**src/design/lbc_pkg.sv**
```systemverilog
// Constants, types and field layout for the LCD booster clock control block
// Summary of operation
// - Two-bit source select: 0 fast oscillator, 1 slow oscillator, others reserved; reset 0.
// - Three-bit divider: fast 1/64 up to 1/4096, slow 1/8 up to 1/64; reset 0.
// - Enable bit 0 stops the booster clock; 1 forwards the divided clock.
// - Reference-level select: 0 lower level by default, 1 higher level.
// - One load-guard bit each for core and LCD regulators; 1 means protection mode.
package lbc_pkg;

  localparam int LBC_ADDR_W = 8;
  localparam int LBC_CNT_W  = 12;

  // Register word addresses
  localparam logic [7:0] LBC_ADDR_BCLK = 8'h00;
  localparam logic [7:0] LBC_ADDR_VREG = 8'h04;
  localparam logic [7:0] LBC_ADDR_CORE = 8'h08;
  localparam logic [7:0] LBC_ADDR_STAT = 8'h0C;

  // Field positions
  localparam int LBC_BCLK_ON_BIT    = 0;
  localparam int LBC_BCLK_SRC_LSB   = 2;
  localparam int LBC_BCLK_DIV_LSB   = 4;
  localparam int LBC_VREG_REF_BIT   = 0;
  localparam int LBC_VREG_GUARD_BIT = 4;
  localparam int LBC_CORE_GUARD_BIT = 0;
  localparam int LBC_STAT_RUN_BIT   = 0;
  localparam int LBC_STAT_BAD_BIT   = 1;
  localparam int LBC_STAT_LVL_BIT   = 2;

  // Reset values
  localparam logic [1:0] LBC_SRC_RST   = 2'h0;
  localparam logic [2:0] LBC_DIV_RST   = 3'h0;
  localparam logic       LBC_ON_RST    = 1'b0;
  localparam logic       LBC_REF_RST   = 1'b0;
  localparam logic       LBC_GUARD_RST = 1'b0;

  // Source codes and highest legal divider codes
  localparam logic [1:0] LBC_SRC_FAST     = 2'h0;
  localparam logic [1:0] LBC_SRC_SLOW     = 2'h1;
  localparam logic [2:0] LBC_DIV_FAST_MAX = 3'h6;
  localparam logic [2:0] LBC_DIV_SLOW_MAX = 3'h3;

  // Half periods in source edges for divider code 0 (1/64 and 1/8)
  localparam logic [11:0] LBC_FAST_HALF_BASE = 12'h020;
  localparam logic [11:0] LBC_SLOW_HALF_BASE = 12'h004;

  // AXI responses
  localparam logic [1:0] LBC_RESP_OKAY   = 2'h0;
  localparam logic [1:0] LBC_RESP_SLVERR = 2'h2;

  typedef struct packed {
    logic [2:0] div_sel;
    logic [1:0] src_sel;
    logic       on;
  } lbc_bclk_s;

  typedef struct packed {
    logic ref_sel;
    logic lcd_guard;
    logic core_guard;
  } lbc_reg_s;

  typedef enum logic [1:0] {
    LBC_WR_IDLE = 2'b01,
    LBC_WR_RESP = 2'b10
  } lbc_wr_e;

  typedef enum logic [1:0] {
    LBC_RD_IDLE = 2'b01,
    LBC_RD_RESP = 2'b10
  } lbc_rd_e;

endpackage

```
**src/design/lbc_divider.sv**
```systemverilog
// Edge-counting divider for the booster clock
`timescale 1ns/1ps
module lbc_divider
(
  input  wire logic        aclk,
  input  wire logic        aresetn,
  input  wire logic        clear,
  input  wire logic        src_rise,
  input  wire logic [11:0] half_count,
  output logic             level
);

  logic [11:0] count;

  // Clear forces a fresh low phase so a new ratio starts clean
  always_ff @(posedge aclk)
  begin
    if (!aresetn || clear)
    begin
      count <= 12'h000;
      level <= 1'b0;
    end
    else if (src_rise)
    begin
      if (count == half_count - 12'h001)
      begin
        count <= 12'h000;
        level <= ~level;
      end
      else
      begin
        count <= count + 12'h001;
      end
    end
  end

endmodule

```
**src/design/lbc_top.sv**
```systemverilog
// LCD booster clock control with AXI4-Lite register access
`timescale 1ns/1ps
module lbc_top
(
  input  wire logic                        aclk,
  input  wire logic                        aresetn,
  input  wire logic                        fast_osc_clock,
  input  wire logic                        slow_osc_clock,
  input  wire logic [lbc_pkg::LBC_ADDR_W-1:0] s_axi_awaddr,
  input  wire logic [2:0]                  s_axi_awprot,
  input  wire logic                        s_axi_awvalid,
  output logic                             s_axi_awready,
  input  wire logic [31:0]                 s_axi_wdata,
  input  wire logic [3:0]                  s_axi_wstrb,
  input  wire logic                        s_axi_wvalid,
  output logic                             s_axi_wready,
  output logic [1:0]                       s_axi_bresp,
  output logic                             s_axi_bvalid,
  input  wire logic                        s_axi_bready,
  input  wire logic [lbc_pkg::LBC_ADDR_W-1:0] s_axi_araddr,
  input  wire logic [2:0]                  s_axi_arprot,
  input  wire logic                        s_axi_arvalid,
  output logic                             s_axi_arready,
  output logic [31:0]                      s_axi_rdata,
  output logic [1:0]                       s_axi_rresp,
  output logic                             s_axi_rvalid,
  input  wire logic                        s_axi_rready,
  output logic                             booster_clk_out,
  output logic                             lcd_reference_level_sel,
  output logic                             lcd_reg_load_guard,
  output logic                             core_reg_load_guard
);

  lbc_pkg::lbc_bclk_s           bclk;
  lbc_pkg::lbc_reg_s            regs;
  lbc_pkg::lbc_wr_e             wr_state;
  lbc_pkg::lbc_rd_e             rd_state;
  logic [lbc_pkg::LBC_ADDR_W-1:0] aw_addr;
  logic [31:0]                  w_data;
  logic                         w_lane0;
  logic                         write_fire;
  logic                         restart_div;
  logic [1:0]                   osc_sync1;
  logic [1:0]                   osc_sync2;
  logic [1:0]                   osc_prev;
  logic [1:0]                   osc_rise;
  logic                         src_is_slow;
  logic                         code_ok;
  logic                         src_rise;
  logic [11:0]                  half_count;
  logic                         div_clear;
  logic                         div_level;
  lbc_pkg::lbc_bclk_s           next_bclk;
  logic [31:0]                  next_rdata;
  logic [1:0]                   next_rresp;

  // Oscillators are foreign to aclk; two stages before any logic looks at them.
  // Sampling at 25 MHz limits the fast source to well below 12.5 MHz.
  always_ff @(posedge aclk)
  begin
    if (!aresetn)
    begin
      osc_sync1 <= 2'h0;
      osc_sync2 <= 2'h0;
      osc_prev  <= 2'h0;
    end
    else
    begin
      osc_sync1 <= {slow_osc_clock, fast_osc_clock};
      osc_sync2 <= osc_sync1;
      osc_prev  <= osc_sync2;
    end
  end

  assign osc_rise = osc_sync2 & ~osc_prev;

  // Source and ratio selection
  assign src_is_slow = (bclk.src_sel == lbc_pkg::LBC_SRC_SLOW);
  assign src_rise    = src_is_slow ? osc_rise[1] : osc_rise[0];

  always_comb
  begin
    code_ok = 1'b0;
    if (bclk.src_sel == lbc_pkg::LBC_SRC_FAST)
    begin
      code_ok = (bclk.div_sel <= lbc_pkg::LBC_DIV_FAST_MAX);
    end
    else if (bclk.src_sel == lbc_pkg::LBC_SRC_SLOW)
    begin
      code_ok = (bclk.div_sel <= lbc_pkg::LBC_DIV_SLOW_MAX);
    end
  end

  // Each divider code doubles the ratio
  assign half_count = src_is_slow ? (lbc_pkg::LBC_SLOW_HALF_BASE << bclk.div_sel)
                                  : (lbc_pkg::LBC_FAST_HALF_BASE << bclk.div_sel);

  assign div_clear = ~bclk.on | ~code_ok | restart_div;

  lbc_divider u_divider
  (
    .aclk       (aclk),
    .aresetn    (aresetn),
    .clear      (div_clear),
    .src_rise   (src_rise),
    .half_count (half_count),
    .level      (div_level)
  );

  // Gate is registered so the pin never glitches
  always_ff @(posedge aclk)
  begin
    if (!aresetn)
    begin
      booster_clk_out <= 1'b0;
    end
    else
    begin
      booster_clk_out <= bclk.on & code_ok & div_level;
    end
  end

  // Write address channel
  always_ff @(posedge aclk)
  begin
    if (!aresetn)
    begin
      s_axi_awready <= 1'b1;
      aw_addr       <= '0;
    end
    else if (s_axi_awvalid && s_axi_awready)
    begin
      s_axi_awready <= 1'b0;
      aw_addr       <= s_axi_awaddr;
    end
    else if (s_axi_bvalid && s_axi_bready)
    begin
      s_axi_awready <= 1'b1;
    end
  end

  // Write data channel
  always_ff @(posedge aclk)
  begin
    if (!aresetn)
    begin
      s_axi_wready <= 1'b1;
      w_data       <= 32'h00000000;
      w_lane0      <= 1'b0;
    end
    else if (s_axi_wvalid && s_axi_wready)
    begin
      s_axi_wready <= 1'b0;
      w_data       <= s_axi_wdata;
      w_lane0      <= s_axi_wstrb[0];
    end
    else if (s_axi_bvalid && s_axi_bready)
    begin
      s_axi_wready <= 1'b1;
    end
  end

  assign write_fire = (wr_state == lbc_pkg::LBC_WR_IDLE) && !s_axi_awready && !s_axi_wready;

  // Write response
  always_ff @(posedge aclk)
  begin
    if (!aresetn)
    begin
      wr_state     <= lbc_pkg::LBC_WR_IDLE;
      s_axi_bvalid <= 1'b0;
      s_axi_bresp  <= lbc_pkg::LBC_RESP_OKAY;
    end
    else
    begin
      case (wr_state)
        lbc_pkg::LBC_WR_IDLE:
        begin
          if (write_fire)
          begin
            wr_state     <= lbc_pkg::LBC_WR_RESP;
            s_axi_bvalid <= 1'b1;
            if (aw_addr == lbc_pkg::LBC_ADDR_BCLK || aw_addr == lbc_pkg::LBC_ADDR_VREG ||
                aw_addr == lbc_pkg::LBC_ADDR_CORE || aw_addr == lbc_pkg::LBC_ADDR_STAT)
            begin
              s_axi_bresp <= lbc_pkg::LBC_RESP_OKAY;
            end
            else
            begin
              s_axi_bresp <= lbc_pkg::LBC_RESP_SLVERR;
            end
          end
        end
        lbc_pkg::LBC_WR_RESP:
        begin
          if (s_axi_bready)
          begin
            wr_state     <= lbc_pkg::LBC_WR_IDLE;
            s_axi_bvalid <= 1'b0;
          end
        end
        default:
        begin
          wr_state     <= lbc_pkg::LBC_WR_IDLE;
          s_axi_bvalid <= 1'b0;
        end
      endcase
    end
  end

  // Booster control register; only byte lane 0 carries fields
  always_comb
  begin
    next_bclk         = bclk;
    next_bclk.on      = w_data[lbc_pkg::LBC_BCLK_ON_BIT];
    next_bclk.src_sel = w_data[lbc_pkg::LBC_BCLK_SRC_LSB +: 2];
    next_bclk.div_sel = w_data[lbc_pkg::LBC_BCLK_DIV_LSB +: 3];
  end

  always_ff @(posedge aclk)
  begin
    if (!aresetn)
    begin
      bclk.on      <= lbc_pkg::LBC_ON_RST;
      bclk.src_sel <= lbc_pkg::LBC_SRC_RST;
      bclk.div_sel <= lbc_pkg::LBC_DIV_RST;
      restart_div  <= 1'b0;
    end
    else if (write_fire && w_lane0 && aw_addr == lbc_pkg::LBC_ADDR_BCLK)
    begin
      bclk        <= next_bclk;
      // Any ratio or source change restarts from zero, avoiding a runt phase
      restart_div <= (next_bclk.src_sel != bclk.src_sel) ||
                     (next_bclk.div_sel != bclk.div_sel);
    end
    else
    begin
      restart_div <= 1'b0;
    end
  end

  // Regulator control bits
  always_ff @(posedge aclk)
  begin
    if (!aresetn)
    begin
      regs.ref_sel    <= lbc_pkg::LBC_REF_RST;
      regs.lcd_guard  <= lbc_pkg::LBC_GUARD_RST;
      regs.core_guard <= lbc_pkg::LBC_GUARD_RST;
    end
    else if (write_fire && w_lane0)
    begin
      if (aw_addr == lbc_pkg::LBC_ADDR_VREG)
      begin
        regs.ref_sel   <= w_data[lbc_pkg::LBC_VREG_REF_BIT];
        regs.lcd_guard <= w_data[lbc_pkg::LBC_VREG_GUARD_BIT];
      end
      else if (aw_addr == lbc_pkg::LBC_ADDR_CORE)
      begin
        regs.core_guard <= w_data[lbc_pkg::LBC_CORE_GUARD_BIT];
      end
    end
  end

  // Analog controls are static levels, one flop each
  always_ff @(posedge aclk)
  begin
    if (!aresetn)
    begin
      lcd_reference_level_sel <= lbc_pkg::LBC_REF_RST;
      lcd_reg_load_guard      <= lbc_pkg::LBC_GUARD_RST;
      core_reg_load_guard     <= lbc_pkg::LBC_GUARD_RST;
    end
    else
    begin
      lcd_reference_level_sel <= regs.ref_sel;
      lcd_reg_load_guard      <= regs.lcd_guard;
      core_reg_load_guard     <= regs.core_guard;
    end
  end

  // Read decode; reserved bits read as zero
  always_comb
  begin
    next_rdata = 32'h00000000;
    next_rresp = lbc_pkg::LBC_RESP_OKAY;
    if (s_axi_araddr == lbc_pkg::LBC_ADDR_BCLK)
    begin
      next_rdata[lbc_pkg::LBC_BCLK_ON_BIT]       = bclk.on;
      next_rdata[lbc_pkg::LBC_BCLK_SRC_LSB +: 2] = bclk.src_sel;
      next_rdata[lbc_pkg::LBC_BCLK_DIV_LSB +: 3] = bclk.div_sel;
    end
    else if (s_axi_araddr == lbc_pkg::LBC_ADDR_VREG)
    begin
      next_rdata[lbc_pkg::LBC_VREG_REF_BIT]   = regs.ref_sel;
      next_rdata[lbc_pkg::LBC_VREG_GUARD_BIT] = regs.lcd_guard;
    end
    else if (s_axi_araddr == lbc_pkg::LBC_ADDR_CORE)
    begin
      next_rdata[lbc_pkg::LBC_CORE_GUARD_BIT] = regs.core_guard;
    end
    else if (s_axi_araddr == lbc_pkg::LBC_ADDR_STAT)
    begin
      next_rdata[lbc_pkg::LBC_STAT_RUN_BIT] = bclk.on & code_ok;
      next_rdata[lbc_pkg::LBC_STAT_BAD_BIT] = ~code_ok;
      next_rdata[lbc_pkg::LBC_STAT_LVL_BIT] = booster_clk_out;
    end
    else
    begin
      next_rresp = lbc_pkg::LBC_RESP_SLVERR;
    end
  end

  // Read channel: answer one cycle after the address is taken
  always_ff @(posedge aclk)
  begin
    if (!aresetn)
    begin
      rd_state      <= lbc_pkg::LBC_RD_IDLE;
      s_axi_arready <= 1'b1;
      s_axi_rvalid  <= 1'b0;
      s_axi_rdata   <= 32'h00000000;
      s_axi_rresp   <= lbc_pkg::LBC_RESP_OKAY;
    end
    else
    begin
      case (rd_state)
        lbc_pkg::LBC_RD_IDLE:
        begin
          if (s_axi_arvalid)
          begin
            rd_state      <= lbc_pkg::LBC_RD_RESP;
            s_axi_arready <= 1'b0;
            s_axi_rvalid  <= 1'b1;
            s_axi_rdata   <= next_rdata;
            s_axi_rresp   <= next_rresp;
          end
        end
        lbc_pkg::LBC_RD_RESP:
        begin
          if (s_axi_rready)
          begin
            rd_state      <= lbc_pkg::LBC_RD_IDLE;
            s_axi_arready <= 1'b1;
            s_axi_rvalid  <= 1'b0;
          end
        end
        default:
        begin
          rd_state      <= lbc_pkg::LBC_RD_IDLE;
          s_axi_arready <= 1'b1;
          s_axi_rvalid  <= 1'b0;
        end
      endcase
    end
  end

endmodule

```
**config.mk**
```make
export PLATFORM = sky130hd
export DESIGN_NAME = lbc_top
export DESIGN_NICKNAME = d
export VERILOG_FILES = /design/src/design/lbc_pkg.sv /design/src/design/lbc_divider.sv /design/src/design/lbc_top.sv
export SDC_FILE = /design/constraint.sdc
export NUM_CORES = 1
export LEC_CHECK = 0
export BUFFER_PORTS_ARGS = -buffer_cell sky130_fd_sc_hd__buf_2
export CAP_MARGIN = 10
export CORE_MARGIN = 2
export CORE_UTILIZATION = 35
export CTS_CLUSTER_SIZE = 8
export DETAILED_ROUTE_END_ITERATION = 7
export HOLD_SLACK_MARGIN = 0.15
export PLACE_DENSITY = 0.69
export SYNTH_ARGS = -nofsm -noshare
export SYNTH_HDL_FRONTEND = slang
export SYNTH_HIERARCHICAL = 1
export SYNTH_SLANG_ARGS = --single-unit
```
**constraint.sdc**
```tcl
create_clock -name aclk -period 3.7 [get_ports aclk]
set_input_delay 0.37 -clock aclk [delete_from_list [all_inputs] [get_ports aclk]]
set_output_delay 0.37 -clock aclk [all_outputs]
set_load 0.02 [all_outputs]
```
==> impl_metrics.py, run 1 <==
metrics = {
    "synth": {
        "ys_ff_latch": 63,
        "synth_edf_count": 0,
        "yosys_warnings": 6,
        "syn_area_sq_um": 3330,
        "synth_ff_type": "dfxtp_1",
        "avgSynthCellArea_sq_um": 8.39,
        "synth-async-reset-ratio_pct": 0,
        "synth-seq-area-share_pct": 37.9,
        "synth_cells": 397,
        "post_synth_num_cell_types": 57,
    },
    "power_and_ir_drop": {
        "swShare_pct": 24.2,
        "combPwrFrac_pct": 8.5,
        "leakage_nw": 1.51,
        "p_sw_mw": 0.380,
        "powerDensity_nw_per_um2": 409,
        "intPower_mw": 1.19,
        "clkPwrFrac_pct": 46.2,
        "p_seq_share_pct": 45.3,
        "max-vdd-ir-drop_v": 0.000195,
    },
    "grt": {
        "grt_max_degree": 30,
        "grt_pass1_vias": 2575,
        "grt_first_pass_wirelength_um": 11800,
        "globalRoute.totalOverflow": 0,
        "antenna_found_initial": 0,
        "gr-usage-all-layers_pct": 14.5,
    },
    "timing": {
        "fin_crit_sh_pct": 89.8,
        "slew_viol_final": 0,
        "tns_ps": 0,
        "skew_ps": 8.31,
        "tightest_slew_ps": 716,
        "layout_setup_ws_ps": 377,
        "period_needed_ps": 3320,
        "rsz0062_at_grt": "no",
        "hold_viol": 0,
        "max_clock_freq_mhz": 301,
        "finalSetupViolations": 0,
        "max_slew_margin_pct": 51.7,
    },
    "drt": {
        "drc_errors": 0,
        "wl_per_cell_um": 11.7,
        "first_pass_iters": 4,
        "drtIter0Drc": 66,
        "final_antenna_net_count": 0,
        "wl_um": 6860,
        "via_per_inst": 4.63,
        "dr_total_vias": 2708,
    },
    "floorplan": {
        "die_height_um": 102,
        "die_area_sq_um": 10300,
        "start_util_pct": 36.0,
        "core_sq_um": 9240,
        "die_w_um": 102,
        "ios": 112,
        "rows": 35,
    },
    "layout": {
        "diodes": 0,
        "finalNetCount": 520,
        "final_layout_size_suffix_gt1_share_pct": 17.5,
        "areaGrowthSynthToFinish_pct": 15.2,
    },
    "clocking": {
        "clkSlewWorstSetupHoldPaths_ps": 70,
        "clock_sinks": 63,
        "cts_tree": "done",
        "root_buffer": "clkbuf_8",
        "cts_max_path_buffers": 2,
        "postCtsSetupBuffers": 0,
        "hold_buffers": 0,
        "h-tree-depth": 3,
        "insertion_delay_ps": 350,
        "cts_inserted_buffers": 9,
        "cts_resized": 0,
    },
    "critical_path": {
        "crit_arrival_ps": 3540,
        "rrSetupSlack_ps": 380,
        "reg2reg_depth": 10,
        "crit_path_end": "u_divider/count[4]",
        "cp-end-kind": "flop",
        "crit_type": "reg -> reg",
        "critPathLaunchType": "flop",
        "worstReg2RegStart": "bclk[2]",
        "required_ps": 3910,
        "cp_max_fo": 12,
        "cp-startpoint": "bclk[2]",
        "regToRegEndpoint": "u_divider/count[4]",
    },
    "place": {
        "hpwl_um": 5220,
        "place.gp.congestion": 0.851,
        "pre_cts_ws_ps": 358,
        "io_buffers": 49,
    },
    "flow_run": {
        "maxCapViolations": 0,
    },
    "min_path": {
        "min_path_type": "in -> reg",
    },
    "run_status": {
        "outcome": "completed",
    },
}
sequential cells by signal, indices dropped and copies added, names as in the netlist, 2 cells and up:
name / cells
aw_addr: 8
bclk: 6
osc_prev: 2
osc_sync1: 2
osc_sync2: 2
regs: 3
s_axi_rdata: 7
u_divider/count: 12
w_data: 6
per-stage QoR:
step | instances | total power [mW] | hold WS (ps) | utilization, % | cell area (sq um)
3_5_place_dp | 569 | 0.860 | 418 | 38.9 | 3590
3_3_place_gp | 569 | 0.857 | 422 | 38.9 | 3590
4_1_cts | 585 | 1.59 | 227 | 41.5 | 3840
2_1_floorplan | 432 | 0.845 | 412 | - | 3460
5_1_grt | 585 | 1.65 | 240 | 41.5 | 3840
6_report | 585 | 1.57 | 236 | 41.5 | 3840
power groups by stage:
stage / Sequential, mW / Clock [mW] / Combinational (mW)
floorplan: 0.731 / 0 / 0.114
global placement: 0.726 / 0 / 0.131
detailed placement: 0.727 / 0 / 0.133
CTS: 0.711 / 0.743 / 0.133
global route: 0.714 / 0.782 / 0.150
finish: 0.711 / 0.724 / 0.134
layout by cell type (no fill, tap or decap), drive strengths merged, types with 7 or more instances in the layout:
master,Yosys,routed
a21oi,28,28
and2,8,8
xor2,14,14
nor2,37,37
nor3,9,9
inv,10,11
xnor2,16,16
dfxtp,63,63
mux2i,10,10
nand2,66,66
nand2b,7,7
o21ai,7,7
nand4,7,7
buf,33,50
clkbuf,9,9
conb,1,36
cell usage after synthesis, types with 2 or more instances:
library cell	n	area [sq um]
nand3_1	5	25.0
o311ai_0	2	17.5
nand3b_1	3	22.5
and2_1	8	50.1
nor3_1	8	40.0
a211o_1	2	17.5
nand2b_1	7	43.8
clkinv_1	2	7.51
a32oi_1	3	26.3
nor4b_4	2	47.6
a21oi_1	28	140
nor4_1	4	25.0
dfxtp_1	63	1260
a22oi_2	2	25.0
or4_1	3	22.5
and3b_1	2	17.5
o31ai_1	2	15.0
nand2_1	66	248
a311oi_1	2	17.5
or2_2	2	12.5
mux2i_1	10	100
nor3b_1	3	22.5
a31oi_1	3	18.8
xor2_1	14	123
or3_1	3	18.8
o21ai_0	7	35.0
nor2_1	37	139
nor2b_1	6	37.5
o21a_1	2	15.0
clkbuf_1	9	33.8
nand4_1	6	37.5
buf_4	31	233
xnor2_1	16	140
ha_1	2	25.0
inv_1	10	37.5
cells by family after synthesis:
family	Yosys count	share of synthesized area, %
AND/OR/NAND/NOR	174	27.5
AO/OA/AOI/OAI	63	13.0
flip-flops	63	37.9
buffers and inverters	54	9.84
XOR/XNOR	30	7.89
multiplexers	10	3.01
adder cells (fa/ha/maj)	2	0.751
other	1	0.113
worst max-delay path: stages, from the launching register on:
cell and delay (ps):
dfxtp_1 400, nand2b_1 360, nor2_1 90, a21oi_1 180
nor2_1 140, or4_1 620, o31ai_1 320, xnor2_1 170
a22oi_2 170, o41ai_4 630, nor2_1 110
area by class of cell:
type,count,area (sq um)
repair buffers,50,253
inverters,12,45.0
fillers,928,5400
clock inverters,7,120
clock buffers,9,124
multi-input cells,315,1870
well taps,129,161
flip-flops and latches,63,1260
worst min-delay path by stage:
stage / startpoint / to / slack [ps] / cells after the start
2_1_floorplan: osc_sync1[0] / osc_sync2[0] / 410 / 1
3_3_place_gp: osc_sync1[1] / osc_sync2[1] / 420 / 1
3_5_place_dp: osc_sync1[0] / osc_sync2[0] / 420 / 1
4_1_cts: slow_osc_clock / osc_sync1[1] / 230 / 2
5_1_grt: slow_osc_clock / osc_sync1[1] / 240 / 2
6_report: slow_osc_clock / osc_sync1[1] / 240 / 2
per-layer routing:
| layer | share of wire [%] | vias to the layer above | global-route usage, % |
|---|---|---|---|
| met5 | 0 | - | 0 |
| met4 | 1.5 | 0 | 5.20 |
| met3 | 5.9 | 10 | 4.42 |
| met2 | 49 | 68 | 24.5 |
| met1 | 44 | 1226 | 17.4 |
| li1 | - | 1404 | - |
No activity file was read; power rests on OpenSTA's default activity.
==> run 2: changes to the inputs <==
--- a/config.mk
+++ b/config.mk
@@ -5,6 +5,7 @@
 export SDC_FILE = /design/constraint.sdc
 export NUM_CORES = 1
 export LEC_CHECK = 0
+export ABC_AREA = 1
 export BUFFER_PORTS_ARGS = -buffer_cell sky130_fd_sc_hd__buf_2
 export CAP_MARGIN = 10
 export CORE_MARGIN = 2
==> impl_metrics.py, run 2 <==
metrics = {
    "place": {
        "io_buffers": 49,
        "hpwl_um": 5370,
        "place_area_sq_um": 3740,
        "place.gp.congestion": 0.826,
        "dp_cells": 691,
    },
    "floorplan": {
        "die_w_um": 103,
        "die_height_um": 103,
        "core_sq_um": 9680,
        "rows": 36,
        "die_area_sq_um": 10700,
        "start_util_pct": 35.8,
        "ios": 112,
    },
    "synth": {
        "syn_area_sq_um": 3460,
        "synth_top_cell_by_area": "dfxtp_1",
        "synth-seq-area-share_pct": 36.4,
        "synth-async-reset-ratio_pct": 0,
        "post-synth-top-count-cell": "nand2_1",
        "yosysTopAreaCellShare_pct": 36.4,
        "synth_cells": 514,
        "synthTopCellsByCount": "nand2_1 (107), inv_1 (71), nor2_1 (66)",
        "synth_edf_count": 0,
        "synth_ff_type": "dfxtp_1",
        "yosys_warnings": 6,
        "avgSynthCellArea_sq_um": 6.74,
        "ys_ff_latch": 63,
        "post_synth_num_cell_types": 41,
        "synth.area.top_cells": "dfxtp_1 (36%), nand2_1 (12%), inv_1 (7.7%), nor2_1 (7.2%), buf_4 (6.1%)",
    },
    "timing": {
        "skew_ps": 11.9,
        "max_clock_freq_mhz": 353,
        "rsz0062_at_grt": "no",
        "tns_ps": 0,
        "max_slew_margin_pct": 43.3,
        "slew_viol_final": 0,
        "tightest_slew_ps": 842,
        "finalSetupViolations": 0,
        "fin_crit_sh_pct": 76.5,
        "period_needed_ps": 2830,
        "hold_viol": 0,
    },
    "grt": {
        "grt_first_pass_wirelength_um": 12200,
        "antenna_found_initial": 0,
        "gr-usage-all-layers_pct": 14.3,
        "grt_pass1_vias": 2854,
        "globalRoute.totalOverflow": 0,
        "grt_max_degree": 42,
    },
    "clocking": {
        "h-tree-depth": 3,
        "insertion_delay_ps": 340,
        "cts_inserted_buffers": 9,
        "cts_max_path_buffers": 2,
        "root_buffer": "clkbuf_8",
        "clkSlewWorstSetupHoldPaths_ps": 70,
        "clock_sinks": 63,
        "postCtsSetupBuffers": 0,
        "cts_resized": 0,
        "hold_buffers": 0,
        "cts_tree": "done",
    },
    "critical_path": {
        "cp-end-kind": "flop",
        "reg2reg_depth": 17,
        "crit_type": "reg -> reg",
        "crit_arrival_ps": 3050,
        "required_ps": 3920,
        "cp_max_fo": 11,
        "critPathLaunchType": "flop",
    },
    "layout": {
        "mostFrequentLayoutCell": "nand2_1",
        "fillers": 992,
        "fin_util_pct": 41.0,
        "largest_reg_flops": 12,
        "final_layout_size_suffix_gt1_share_pct": 18.1,
        "reg.largest.list": "u_divider/count (12), aw_addr (8), s_axi_rdata (7)",
        "stdcell_area_sq_um": 3980,
        "finalNonFillerCells": 707,
        "diodes": 0,
        "finalNetCount": 638,
        "final_cell_mix": "nand2_1 (107), inv_1 (71), nor2_1 (66), dfxtp_1 (63), buf_2 (49)",
        "top_register": "u_divider/count",
        "areaGrowthSynthToFinish_pct": 14.8,
    },
    "min_path": {
        "min_path_type": "in -> reg",
        "holdPathStages": 3,
    },
    "drt": {
        "via_per_inst": 4.45,
        "wl_um": 7000,
        "dr_total_vias": 3147,
        "wl_per_cell_um": 9.90,
        "final_antenna_net_count": 0,
        "drc_errors": 0,
        "drtIter0Drc": 119,
        "first_pass_iters": 4,
    },
    "power_and_ir_drop": {
        "leakage_nw": 1.88,
        "max-vdd-ir-drop_v": 0.000265,
        "powerDensity_nw_per_um2": 400,
        "finalPower_mw": 1.59,
    },
    "flow_run": {
        "maxCapViolations": 0,
    },
    "run_status": {
        "outcome": "completed",
    },
}
run 2: cell types whose count changed after synthesis, moves of 9 or more:
| cell | previous run | this run |
|---|---|---|
| inv_1 | 10 | 71 |
| nand2_1 | 66 | 107 |
| nor2_1 | 37 | 66 |
| nand3_1 | 5 | 30 |
| o21ai_0 | 7 | 30 |
| nor2_2 | 0 | 13 |
| mux2i_1 | 10 | 0 |
| xor2_1 | 14 | 5 |
run 2: area by class of cell:
| cell class | instances | area (sq um) | share of cell area [%] |
|---|---|---|---|
| multi-input cells | 364 | 1750 | 44.1 |
| repair buffers | 50 | 253 | 6.36 |
| flip-flops and latches | 63 | 1260 | 31.7 |
| well taps | 133 | 166 | 4.19 |
| clock inverters | 5 | 86.3 | 2.17 |
| inverters | 81 | 305 | 7.68 |
| clock buffers | 11 | 151 | 3.81 |
run 2: metrics by stage:
| stage | setup slack (ps) | hold WS (ps) |
|---|---|---|
| after floorplan | 1420 | 390 |
| after global placement | 1030 | 398 |
| after detailed placement | 896 | 396 |
| after CTS | 880 | 198 |
| after global routing | 512 | 221 |
| final | 870 | 214 |
run 2: worst paths after layout:
check                       from                  to  slack (ps)
setup / recovery         bclk[1]  u_divider/count[9]         870
hold reg to reg     osc_sync1[1]        osc_sync2[1]         410
setup reg to reg         bclk[1]  u_divider/count[9]         870
hold / removal    fast_osc_clock        osc_sync1[0]         210
run 2: power breakdown:
| part | internal, mW | total [mW] | switching (mW) |
|---|---|---|---|
| registers | 0.705 | 0.721 | 0.0158 |
| clock network | 0.422 | 0.697 | 0.275 |
| logic | 0.0534 | 0.173 | 0.119 |
run 2: cells by family (layout without fill, tap and decap cells):
| logic type | Yosys count | count (layout) | share of synthesized area, % |
|---|---|---|---|
| other cells | 1 | 32 | 0.108 |
| compound gates | 72 | 72 | 11.4 |
| xor+xnor | 16 | 16 | 4.05 |
| fa+ha+maj | 2 | 2 | 0.722 |
| simple gates | 242 | 242 | 31.0 |
| buf+inv | 118 | 147 | 16.4 |
| flops | 63 | 63 | 36.4 |
run 2: layer usage:
metal | track usage, % | up-vias | part of all wire [%]
li1 | - | 1656 | -
met1 | 17.2 | 1397 | 47
met2 | 24.7 | 85 | 46
met3 | 2.35 | 9 | 4.7
met4 | 7.19 | 0 | 2.0
met5 | 0 | - | 0
run 2: critical path, stage by stage, from the launching register on:
cell and delay [ps]:
dfxtp_1 400, inv_2 70, nor2_2 140, inv_2 100, nor2_2 120, inv_2 50
nor3_1 600, nor2_1 80, nand2_1 150, nor2_2 80, nand2_1 80, nand2_1 50
nand3_1 70, nand2_1 60, nor2_1 240, nand3_2 130, nand2_2 210, nor2_1 70
